### src/fssf_pkg.sv
package fssf_pkg;
    localparam int FSSF_BLOCKS = 64;
    localparam int FSSF_FLAG_BITS = 256;
    localparam int FSSF_MSG_CHARS = 6;
    localparam int FSSF_CHAR_BITS = 12;
    localparam int FSSF_ADDR_W = 14;
    localparam int FSSF_CLK_HZ = 200_000_000;
    localparam int FSSF_BIT_RATE_BPS = 25_000;
    localparam int FSSF_BIT_CYCLES = FSSF_CLK_HZ / FSSF_BIT_RATE_BPS;
    // positions inside one 12-bit character frame
    localparam logic [3:0] FSSF_POS_START = 4'h0;
    localparam logic [3:0] FSSF_POS_DATA0 = 4'h1;
    localparam logic [3:0] FSSF_POS_DATA7 = 4'h8;
    localparam logic [3:0] FSSF_POS_PAR = 4'h9;
    localparam logic [3:0] FSSF_POS_LAST = 4'hB;
    localparam logic [2:0] FSSF_CHAR_LAST = 3'h5;
    localparam logic [7:0] FSSF_FBIT_LAST = 8'hFF;
    localparam logic [5:0] FSSF_BLOCK_FIRST = 6'h00;
    // message field layout, character 0 in the low byte
    localparam int FSSF_TYPE_LSB = 6;
    localparam int FSSF_AHI_LSB = 0;
    localparam int FSSF_ALO_LSB = 8;
    localparam int FSSF_IND_TX_LSB = 16;
    localparam int FSSF_IND_RX_LSB = 32;
    localparam logic [1:0] FSSF_TYPE_POLL = 2'h0;
    localparam logic [1:0] FSSF_TYPE_IND = 2'h1;
    typedef enum logic [1:0] {
        FSSF_IDLE = 2'b00,
        FSSF_FLAG = 2'b01,
        FSSF_MSG = 2'b10
    } fssf_field_t;
endpackage

### src/fssf_char_rx.sv
module fssf_char_rx
    import fssf_pkg::*;
#(
    parameter bit PARITY_ODD = 1'b0
) (
    input wire logic i_sys_clk,
    input wire logic i_rst,
    input wire logic i_stb,
    input wire logic [3:0] i_pos,
    input wire logic i_bit,
    output logic o_char_stb,
    output logic [7:0] o_char,
    output logic o_char_ok
);
    logic [7:0] data_r, data_nxt;
    logic ok_r, ok_nxt;
    logic stb_r, stb_nxt;

    always_comb begin
        data_nxt = data_r;
        ok_nxt = ok_r;
        stb_nxt = 1'b0;
        if (i_stb) begin
            if (i_pos == FSSF_POS_START) begin
                ok_nxt = ~i_bit;
            end else if (i_pos <= FSSF_POS_DATA7) begin
                data_nxt[3'(i_pos - FSSF_POS_DATA0)] = i_bit;
            end else if (i_pos == FSSF_POS_PAR) begin
                ok_nxt = ok_r & (i_bit == ((^data_r) ^ PARITY_ODD));
            end else begin
                ok_nxt = ok_r & i_bit;
            end
            stb_nxt = (i_pos == FSSF_POS_LAST);
        end
    end

    always_ff @(posedge i_sys_clk) begin
        if (i_rst) begin
            data_r <= 8'h00;
            ok_r <= 1'b0;
            stb_r <= 1'b0;
        end else begin
            data_r <= data_nxt;
            ok_r <= ok_nxt;
            stb_r <= stb_nxt;
        end
    end

    assign o_char_stb = stb_r;
    assign o_char = data_r;
    assign o_char_ok = ok_r;
endmodule // fssf_char_rx

### src/fssf_keypad.sv
// Operation
// - The channel repeats frames of exactly 64 message blocks numbered from the frame start.
// - Each block is a 256-bit flag field followed by a message field, giving 16,384 flag positions.
// - The keypad holds a fixed directory address picking one unique flag position per frame.
// - From each frame boundary the keypad counts received flag-field bits until its own position.
// - At its own flag position the keypad sends one pulse if a request is pending, else stays silent.
// - A keypad polled by its own address sends keystrokes and status in the very next message field.
// - Control sends transmit and receive indirect addresses, which the keypad hands to the data buffer.
// - A message field is six 8-bit characters, each start, eight data, parity and two stop bits.
// - The channel bit rate is 25 kb/s in both directions.
module fssf_keypad
    import fssf_pkg::*;
#(
    parameter int BIT_CYCLES_P = FSSF_BIT_CYCLES,
    parameter bit PARITY_ODD = 1'b0
) (
    input wire logic i_sys_clk,
    input wire logic i_rst,
    input wire logic i_rx_line,
    input wire logic i_frame_sync,
    input wire logic [13:0] i_dir_addr,
    input wire logic i_key_req,
    input wire logic [39:0] i_keys,
    input wire logic [7:0] i_status,
    output logic o_tx_line,
    output logic o_tx_en,
    output logic o_req_pending,
    output logic o_polled,
    output logic o_ind_valid,
    output logic [15:0] o_ind_tx_addr,
    output logic [15:0] o_ind_rx_addr
);
    localparam int PH_W = $clog2(BIT_CYCLES_P);
    localparam logic [PH_W-1:0] PH_LAST = PH_W'(BIT_CYCLES_P - 1);
    localparam logic [PH_W-1:0] PH_MID = PH_W'(BIT_CYCLES_P / 2);

    // rx line, frame sync and directory address pins cross in through two flops; the first stage feeds only the second
    logic rx_s1, rx_s2, fs_s1, fs_s2, fs_d;
    logic [13:0] addr_s1, addr_s2;
    always_ff @(posedge i_sys_clk) begin
        rx_s1 <= i_rx_line;
        rx_s2 <= rx_s1;
        fs_s1 <= i_frame_sync;
        fs_s2 <= fs_s1;
        fs_d <= fs_s2;
        addr_s1 <= i_dir_addr;
        addr_s2 <= addr_s1;
    end

    fssf_field_t field_r, field_nxt;
    logic [PH_W-1:0] phase_r, phase_nxt;
    logic [5:0] block_r, block_nxt;
    logic [7:0] fbit_r, fbit_nxt;
    logic [2:0] char_r, char_nxt;
    logic [3:0] cpos_r, cpos_nxt;
    logic [47:0] msg_r, msg_nxt;
    logic [47:0] reply_r, reply_nxt;
    logic msg_ok_r, msg_ok_nxt;
    logic arm_r, arm_nxt, act_r, act_nxt;
    logic pend_r, pend_nxt;
    logic polled_r, polled_nxt;
    logic indv_r, indv_nxt;
    logic [15:0] ind_tx_r, ind_tx_nxt, ind_rx_r, ind_rx_nxt;
    logic tx_r, tx_nxt, txen_r, txen_nxt;
    logic c_stb, c_ok;
    logic [7:0] c_char;
    logic sync_edge, bit_end, sample;

    assign sync_edge = fs_s2 & ~fs_d;
    assign bit_end = (field_r != FSSF_IDLE) && (phase_r == PH_LAST);
    assign sample = (field_r == FSSF_MSG) && (phase_r == PH_MID);

    fssf_char_rx #(
        .PARITY_ODD(PARITY_ODD)
    ) u_char_rx (
        .i_sys_clk(i_sys_clk),
        .i_rst(i_rst),
        .i_stb(sample),
        .i_pos(cpos_r),
        .i_bit(rx_s2),
        .o_char_stb(c_stb),
        .o_char(c_char),
        .o_char_ok(c_ok)
    );

    function automatic logic char_bit(input logic [47:0] d, input logic [2:0] c, input logic [3:0] p);
        logic [7:0] ch;
        ch = d[{c, 3'b000} +: 8];
        if (p == FSSF_POS_START) begin
            char_bit = 1'b0;
        end else if (p <= FSSF_POS_DATA7) begin
            char_bit = ch[3'(p - FSSF_POS_DATA0)];
        end else if (p == FSSF_POS_PAR) begin
            char_bit = (^ch) ^ PARITY_ODD;
        end else begin
            char_bit = 1'b1;
        end
    endfunction

    always_comb begin
        logic [47:0] m;
        logic ok;
        m = msg_r;
        ok = msg_ok_r;
        field_nxt = field_r;
        phase_nxt = phase_r;
        block_nxt = block_r;
        fbit_nxt = fbit_r;
        char_nxt = char_r;
        cpos_nxt = cpos_r;
        msg_nxt = msg_r;
        msg_ok_nxt = msg_ok_r;
        reply_nxt = reply_r;
        arm_nxt = arm_r;
        act_nxt = act_r;
        pend_nxt = pend_r;
        polled_nxt = 1'b0;
        indv_nxt = 1'b0;
        ind_tx_nxt = ind_tx_r;
        ind_rx_nxt = ind_rx_r;
        // bit timing restarts at every frame boundary so counts never drift
        if (sync_edge) begin
            field_nxt = FSSF_FLAG;
            phase_nxt = '0;
            block_nxt = FSSF_BLOCK_FIRST;
            fbit_nxt = 8'h00;
            char_nxt = 3'h0;
            cpos_nxt = 4'h0;
        end else if (field_r != FSSF_IDLE) begin
            phase_nxt = bit_end ? '0 : phase_r + 1'b1;
            if (bit_end && field_r == FSSF_FLAG) begin
                fbit_nxt = fbit_r + 8'h01;
                if (fbit_r == FSSF_FBIT_LAST) begin
                    field_nxt = FSSF_MSG;
                    act_nxt = arm_r;
                    arm_nxt = 1'b0;
                end
            end else if (bit_end) begin
                cpos_nxt = cpos_r + 4'h1;
                if (cpos_r == FSSF_POS_LAST) begin
                    cpos_nxt = 4'h0;
                    char_nxt = char_r + 3'h1;
                    if (char_r == FSSF_CHAR_LAST) begin
                        char_nxt = 3'h0;
                        field_nxt = FSSF_FLAG;
                        block_nxt = block_r + 6'h01;
                        if (act_r) begin
                            act_nxt = 1'b0;
                            pend_nxt = 1'b0;
                        end
                    end
                end
            end
        end
        if (c_stb) begin
            m[{char_r, 3'b000} +: 8] = c_char;
            ok = ((char_r == 3'h0) | msg_ok_r) & c_ok;
            msg_nxt = m;
            msg_ok_nxt = ok;
            if (char_r == FSSF_CHAR_LAST && ok && m[FSSF_AHI_LSB +: 6] == addr_s2[13:8]
                && m[FSSF_ALO_LSB +: 8] == addr_s2[7:0]) begin
                if (m[FSSF_TYPE_LSB +: 2] == FSSF_TYPE_POLL) begin
                    arm_nxt = 1'b1;
                    polled_nxt = 1'b1;
                    reply_nxt = {i_status, i_keys};
                end else if (m[FSSF_TYPE_LSB +: 2] == FSSF_TYPE_IND) begin
                    indv_nxt = 1'b1;
                    ind_tx_nxt = m[FSSF_IND_TX_LSB +: 16];
                    ind_rx_nxt = m[FSSF_IND_RX_LSB +: 16];
                end
            end
        end
        // a keystroke arriving with the clear is kept
        if (i_key_req) begin
            pend_nxt = 1'b1;
        end
        // outputs follow the counters' next values so they line up with the bit
        tx_nxt = 1'b0;
        txen_nxt = 1'b0;
        // the send decision is taken at the bit boundary only, so a late keystroke never makes a short pulse
        if (field_nxt == FSSF_FLAG && block_nxt == addr_s2[13:8] && fbit_nxt == addr_s2[7:0]
            && ((sync_edge || bit_end) ? pend_nxt : tx_r)) begin
            tx_nxt = 1'b1;
            txen_nxt = 1'b1;
        end else if (field_nxt == FSSF_MSG && act_nxt) begin
            tx_nxt = char_bit(reply_nxt, char_nxt, cpos_nxt);
            txen_nxt = 1'b1;
        end
    end

    always_ff @(posedge i_sys_clk) begin
        if (i_rst) begin
            field_r <= FSSF_IDLE;
            phase_r <= '0;
            block_r <= 6'h00;
            fbit_r <= 8'h00;
            char_r <= 3'h0;
            cpos_r <= 4'h0;
            msg_r <= 48'h0;
            msg_ok_r <= 1'b0;
            reply_r <= 48'h0;
            arm_r <= 1'b0;
            act_r <= 1'b0;
            pend_r <= 1'b0;
            polled_r <= 1'b0;
            indv_r <= 1'b0;
            ind_tx_r <= 16'h0;
            ind_rx_r <= 16'h0;
            tx_r <= 1'b0;
            txen_r <= 1'b0;
        end else begin
            field_r <= field_nxt;
            phase_r <= phase_nxt;
            block_r <= block_nxt;
            fbit_r <= fbit_nxt;
            char_r <= char_nxt;
            cpos_r <= cpos_nxt;
            msg_r <= msg_nxt;
            msg_ok_r <= msg_ok_nxt;
            reply_r <= reply_nxt;
            arm_r <= arm_nxt;
            act_r <= act_nxt;
            pend_r <= pend_nxt;
            polled_r <= polled_nxt;
            indv_r <= indv_nxt;
            ind_tx_r <= ind_tx_nxt;
            ind_rx_r <= ind_rx_nxt;
            tx_r <= tx_nxt;
            txen_r <= txen_nxt;
        end
    end

    assign o_tx_line = tx_r;
    assign o_tx_en = txen_r;
    assign o_req_pending = pend_r;
    assign o_polled = polled_r;
    assign o_ind_valid = indv_r;
    assign o_ind_tx_addr = ind_tx_r;
    assign o_ind_rx_addr = ind_rx_r;
endmodule // fssf_keypad

### config.mk
export PLATFORM = sky130hd
export DESIGN_NAME = fssf_keypad
export DESIGN_NICKNAME = d
export VERILOG_FILES = /design/src/fssf_pkg.sv /design/src/fssf_char_rx.sv /design/src/fssf_keypad.sv
export SDC_FILE = /design/constraint.sdc
export NUM_CORES = 1
export LEC_CHECK = 0
export BUFFER_PORTS_ARGS = -buffer_cell sky130_fd_sc_hd__buf_2
export CAP_MARGIN = 25
export CORE_MARGIN = 2
export CORE_UTILIZATION = 28
export CTS_CLUSTER_DIAMETER = 150
export DETAILED_ROUTE_END_ITERATION = 12
export PLACE_DENSITY_LB_ADDON = 0.12
export SLEW_MARGIN = 20
export SYNTH_ARGS = -nofsm -noshare
export SYNTH_HDL_FRONTEND = slang
export SYNTH_SLANG_ARGS = --single-unit
### constraint.sdc
create_clock -name i_sys_clk -period 7.9 [get_ports i_sys_clk]
set_input_delay 0.79 -clock i_sys_clk [delete_from_list [all_inputs] [get_ports i_sys_clk]]
set_output_delay 0.79 -clock i_sys_clk [all_outputs]
set_load 0.005 [all_outputs]
==> results of run 1 <==
## cell usage after synthesis, types with 5 or more instances
library cell | instances | area, µm²
o41a_1 | 7 | 78.8
mux2i_1 | 84 | 841
and2_1 | 6 | 37.5
clkbuf_1 | 64 | 240
mux2_2 | 14 | 158
o221ai_1 | 5 | 43.8
a31oi_1 | 5 | 31.3
nand4_1 | 10 | 62.6
a21oi_1 | 115 | 576
a211o_1 | 8 | 70.1
nor2b_1 | 20 | 125
a21o_1 | 5 | 37.5
xnor2_1 | 35 | 307
buf_2 | 7 | 35.0
nor3_1 | 17 | 85.1
nand3_1 | 66 | 330
dfxtp_1 | 215 | 4300
or3_1 | 8 | 50.1
o21ai_0 | 10 | 50.1
nand2b_1 | 7 | 43.8
nor3b_1 | 6 | 45.0
a211oi_1 | 15 | 113
inv_1 | 19 | 71.3
nor4_1 | 11 | 68.8
nand2_1 | 90 | 338
nor2_1 | 189 | 709
o2111ai_1 | 5 | 43.8
xor2_1 | 27 | 236
and3_1 | 6 | 37.5
ha_1 | 14 | 175
## layout make-up
type                    count  area (µm²)  area share (%)
inverters                  20        75.1           0.642
repair buffers            116         616            5.26
multi-input cells         837        5190            44.3
clock buffers              38         787            6.73
well taps                 455         569            4.87
clock inverters            10         161            1.38
flip-flops and latches    215        4300            36.8
## power by group
group / internal (mW) / leakage (nW) / switching [mW]
Sequential: 1.09 / 1.74 / 0.0122
Combinational: 0.0231 / 2.23 / 0.0388
Clock: 0.820 / 0.457 / 0.482
## worst register-to-register path, stage by stage, from the launching register on
cell,delay [ns]
dfxtp_1,0.56
inv_1,0.15
ha_1,0.24
ha_1,0.40
and4b_1,0.62
a31oi_1,0.20
nor4_1,0.56
and4_2,0.97
buf_4,0.41
mux2i_1,0.26
a21oi_1,0.10
a211o_1,0.37
xor2_1,0.16
xnor2_1,0.22
xnor3_1,0.24
a21oi_1,0.12
## cell usage in the layout, fill, tap and decap left out, drive strengths merged, types with 12 or more instances in the layout
cell / n
nor2b: 20
ha: 14
xnor2: 35
mux2i: 84
mux2: 14
inv: 20
nor4: 12
nand3: 66
xor2: 27
a21oi: 116
buf: 116
nor3: 17
a211oi: 16
nor2: 190
nand2: 90
o21ai: 13
dfxtp: 215
clkbuf: 38
## worst max path at each step
stage	to	slack (ns)	depth (start not counted)
floorplan	o_tx_line	3.78	19
global placement	o_tx_line	2.33	15
detailed placement	o_tx_line	2.22	15
CTS	o_tx_line	2.16	15
global route	o_tx_line	1.72	15
finish	o_tx_line	2.26	15
## registers in the layout (all words and copies together) (netlist names), 2 cells and up
name / count
phase_r: 13
field_r: 2
fbit_r: 8
o_ind_rx_addr: 16
o_ind_tx_addr: 16
addr_s2: 14
cpos_r: 4
addr_s1: 14
char_r: 3
msg_r: 48
reply_r: 48
u_char_rx.o_char: 8
block_r: 6
## kinds of logic (layout without fill, tap and decap cells)
family,Yosys count,after routing,synth area share [%]
DFF,215,215,43.6
and+or+nand+nor,460,460,21.9
adders and majority gates,14,14,1.77
xor gates and xnor gates,63,63,5.73
buffers and inverters,99,184,4.08
muxes,98,98,10.1
AOI/OAI and AO/OA,202,202,12.8
## routing by layer
layer / vias to the layer above / global-route usage, % / part of all wire (%)
met5: - / 0 / 0
met4: 0 / 3.20 / 1.2
met3: 28 / 2.12 / 3.9
met2: 130 / 24.6 / 45
met1: 3860 / 22.0 / 50
li1: 4125 / - / -
## through the flow
step                util [%]  total power, mW  hold WS, ns
floorplan                  -             1.16        0.310
global placement        31.0             1.19        0.314
detailed placement      31.0             1.19        0.313
CTS                     33.8             2.51        0.333
global route            33.8             2.56        0.339
finish                  33.8             2.47        0.329
==> results.yml, run 1 <==
status:
  outcome: "completed"
global_routing:
  globalRouteOverflowTotal: 0
  antenna_found_initial: 0
  track_usage_pct: 15.4
  grt_pass1_vias: 7850
  grt_pass1_wl_um: 44800
  grt_max_degree: 66
clock_tree:
  clk_latency_ns: 0.53
  cts_resized: 0
  cts_tree: "done"
  post_cts_buffers: 0
  htree_levels: 1
  clk_path_buf_depth: 3
  holdBufCountCts: 0
  clk_pin_slew_worst_paths_ns: 0.06
  clkSinkCount: 215
  clock-root-buffer: "clkbuf_16"
  cts_buffers: 26
sta:
  slew_violations: 0
  tightest_slew_ns: 0.939
  rsz0062_at_grt: "false"
  hold_viol: 0
  setup_slack_ns: 2.26
  finalSetupViolations: 0
  max-slew-margin-rel_pct: 36.8
  fin_tns_setup_ns: 0
  fmax_ghz: 0.177
  period_share_pct: 71.5
  period_minus_slack_ns: 5.64
  skew_ns: 0.0106
placed_design:
  post-place-cells: 1643
  pre_cts_slack_ns: 2.22
  post-dp-hpwl_um: 19400
  port_buffers: 103
  placedInstanceArea_um2: 10800
  gp_congestion: 0.789
floorplan:
  core_area_um2: 34600
  num_io_pins: 104
  die-area_um2: 36800
  dieHeight_um: 192
  fp-row-count: 68
  start_util_pct: 28.5
  die_x_um: 192
yosys:
  ys_types: 65
  synth_enable_flop_cells: 0
  syn_area_per_cell_um2: 8.58
  yosysWarnings: 0
  synth-seq-cells: 215
  yosysSeqAreaShare_pct: 43.6
  synth.cell_area_um2: 9870
  async_flop_share_pct: 0
  syn-num-nets: 1232
  synth_ff_type: "dfxtp_1"
  synthCells: 1151
critical_path:
  r2r_start: "char_r[0]"
  required_ns: 8.37
  critPathBufInv: 2
  crit-reg2reg-capture: "o_tx_line"
  reg2reg_depth: 15
  cp_cell_sequence: "inv_1 > ha_1 > ha_1 > and4b_1 > a31oi_1 > nor4_1 > and4_2 > buf_4 > mux2i_1 > a21oi_1 > a211o_1 > xor2_1 > xnor2_1 > xnor3_1 > a21oi_1"
  critPathKind: "reg2reg"
  critPathLaunch: "char_r[0]"
  cp_slowest_cell: "and4_2"
  end_kind: "register"
  crit_family: "simple AND/OR/NAND/NOR gates"
  r2r_setup_slack_ns: 2.26
  startpoint_type: "register"
  cp_max_fo: 32
  max_stage_delay_ns: 0.97
  crit_arrival_ns: 6.11
layout:
  drive_above_1_share_pct: 15.2
  syn2layout_area_growth_pct: 18.5
  antenna_cells: 0
  fin_cells: 1691
  num-nets-final: 1297
  nFillCells: 3625
  final_area_um2: 11700
detailed_routing:
  viasPerCell: 4.82
  drc: 0
  vias: 8143
  first_pass_iters: 4
  wl_per_cell_um: 16.8
  drt_iter0_drc: 413
  ant_nets: 0
  drt_wl_total_um: 28400
pwr:
  power.density_nw_per_um2: 211
  p_leak_nw: 4.43
  peakVddDrop_mv: 0.147
run:
  drv_cap: 0
min_path:
  min_from: "addr_s1[10]"
  hold_path_end: "addr_s2[10]"
  hold_depth: 0
  min_path_type: "reg2reg"
Power figures use the tool's default switching activity.
==> inputs of run 2 (changes only) <==
==> constraint.sdc (replaced) <==
create_clock -name i_sys_clk -period 4.55 [get_ports i_sys_clk]
set_input_delay 0.455 -clock i_sys_clk [delete_from_list [all_inputs] [get_ports i_sys_clk]]
set_output_delay 0.455 -clock i_sys_clk [all_outputs]
set_load 0.005 [all_outputs]
==> results.yml, run 2 (synthesis gave the netlist of run 1 again) <==
clock_tree:
  clk_latency_ns: 0.54
  cts_buffers: 26
  clk_path_buf_depth: 3
  clk_pin_slew_worst_paths_ns: 0.06
  post_cts_buffers: 0
  clkSinkCount: 215
  clock-root-buffer: "clkbuf_16"
  cts_tree: "done"
  htree_levels: 1
critical_path:
  cp_max_fo: 46
  critPathLaunch: "char_r[0]"
  r2r_start: "char_r[0]"
  required_ns: 5.02
  crit_arrival_ns: 4.76
  end_kind: "register"
  critPathKind: "reg2reg"
  startpoint_type: "register"
detailed_routing:
  drc: 0
  first_pass_iters: 5
  vias: 8174
  drt_wl_total_um: 28600
  wl_per_cell_um: 16.8
  ant_nets: 0
  drt_iter0_drc: 503
  viasPerCell: 4.79
pwr:
  swShare_pct: 21.9
  comb_power_share_pct: 2.6
  p_seq_share_pct: 46.6
  power_mw: 4.13
  p_leak_nw: 4.51
  power_switching_uw: 904
  p_int_mw: 3.23
  power.density_nw_per_um2: 350
  peakVddDrop_mv: 0.258
  p_clk_share_pct: 50.8
sta:
  fmax_ghz: 0.233
  slew_violations: 0
  skew_ns: 0.0208
  setup_slack_ns: 0.266
  hold_viol: 0
  rsz0062_at_grt: "false"
  max-slew-margin-rel_pct: 40.1
  period_minus_slack_ns: 4.28
  fin_tns_setup_ns: 0
  finalSetupViolations: 0
  tightest_slew_ns: 0.891
  period_share_pct: 94.2
global_routing:
  grt_pass1_wl_um: 44900
  globalRouteOverflowTotal: 0
  antenna_found_initial: 0
  grt_pass1_vias: 7906
  grt_max_degree: 66
  track_usage_pct: 15.5
layout:
  reg.largest.list: "msg_r: 48 flops, reply_r: 48 flops"
  final_common_cell: "dfxtp_1"
  drive_above_1_share_pct: 16.2
  syn2layout_area_growth_pct: 19.6
  nFillCells: 3620
  num-nets-final: 1315
  mostFrequentLayoutCells: "215 x dfxtp_1, 189 x nor2_1, 115 x a21oi_1, 102 x buf_2, 90 x nand2_1"
  antenna_cells: 0
status:
  outcome: "completed"
placed_design:
  port_buffers: 103
  pre_cts_slack_ns: 0.194
  post-dp-hpwl_um: 19800
  gp_congestion: 0.846
floorplan:
  die_x_um: 192
  core_area_um2: 34600
  die-area_um2: 36800
  start_util_pct: 28.5
  fp-row-count: 68
  dieHeight_um: 192
  num_io_pins: 104
min_path:
  min_from: "i_rx_line"
  min_path_type: "in2reg"
run:
  drv_cap: 0
-- run 2: metal layers --
metal / global-route usage [%] / share of wire (%) / vias to the layer above / wire length [µm]
met2: 23.8 / 43 / 131 / 12400
met3: 2.34 / 3.9 / 38 / 1120
met4: 3.85 / 2.0 / 0 / 568
met5: 0 / 0 / - / 0
met1: 22.7 / 51 / 3867 / 14600
li1: - / - / 4138 / -
-- run 2: path summary, 6_finish.rpt --
path                                   to  depth (start not counted)  slack (ns)
worst min register to register      fs_s2                          0        0.33
worst min-delay path                rx_s1                          1        0.03
worst max-delay path            o_tx_line                         16        0.27
worst max register to register  o_tx_line                         16        0.27
-- run 2: timing repair --
action,4_1_cts,5_1_grt
hold buffers,2,0
resized for setup,0,3
hold endpoints to repair,2,0
setup endpoints to repair,0,1
-- run 2: final cells by class --
| cell class | count | area [µm²] | area share, % |
|---|---|---|---|
| clock buffers | 39 | 779 | 6.60 |
| clock inverters | 5 | 90.1 | 0.763 |
| inverters | 20 | 75.1 | 0.636 |
| multi-input cells | 837 | 5200 | 44.1 |
| flip-flops and latches | 215 | 4300 | 36.5 |
| well taps | 455 | 569 | 4.82 |
| repair buffers | 134 | 781 | 6.62 |
-- run 2: power by group through the flow --
stage	Sequential (mW)	Combinational, mW	Clock [mW]
after floorplan	1.95	0.0564	0
after global placement	1.97	0.109	0
after detailed placement	1.97	0.108	0
after CTS	1.92	0.110	2.17
after global routing	1.93	0.119	2.25
final	1.92	0.107	2.10
-- run 2: worst max-delay path, stage by stage (launching register included) --
cell and delay (ns):
dfxtp_1 0.32, inv_1 0.08, ha_1 0.23, ha_1 0.31, buf_4 0.15, nand4b_1 0.19, a211oi_1 0.28, o221ai_1 0.22
nor3_2 0.26, and4_2 0.29, buf_12 0.27, mux2_2 0.39, mux2i_1 0.14, o221ai_1 0.17, xnor2_1 0.34, xnor3_1 0.39
a21oi_1 0.12
-- run 2: stage by stage --
step | hold WS [ns] | instances | instance area, µm² | util (%)
2_1_floorplan | 0.310 | 1151 | 9870 | -
3_3_place_gp | 0.314 | 1659 | 10900 | 31.5
3_5_place_dp | 0.312 | 1659 | 10900 | 31.5
4_1_cts | 0.00518 | 1705 | 11800 | 34.0
5_1_grt | 0.00623 | 1705 | 11800 | 34.1
6_report | 0.0253 | 1705 | 11800 | 34.1
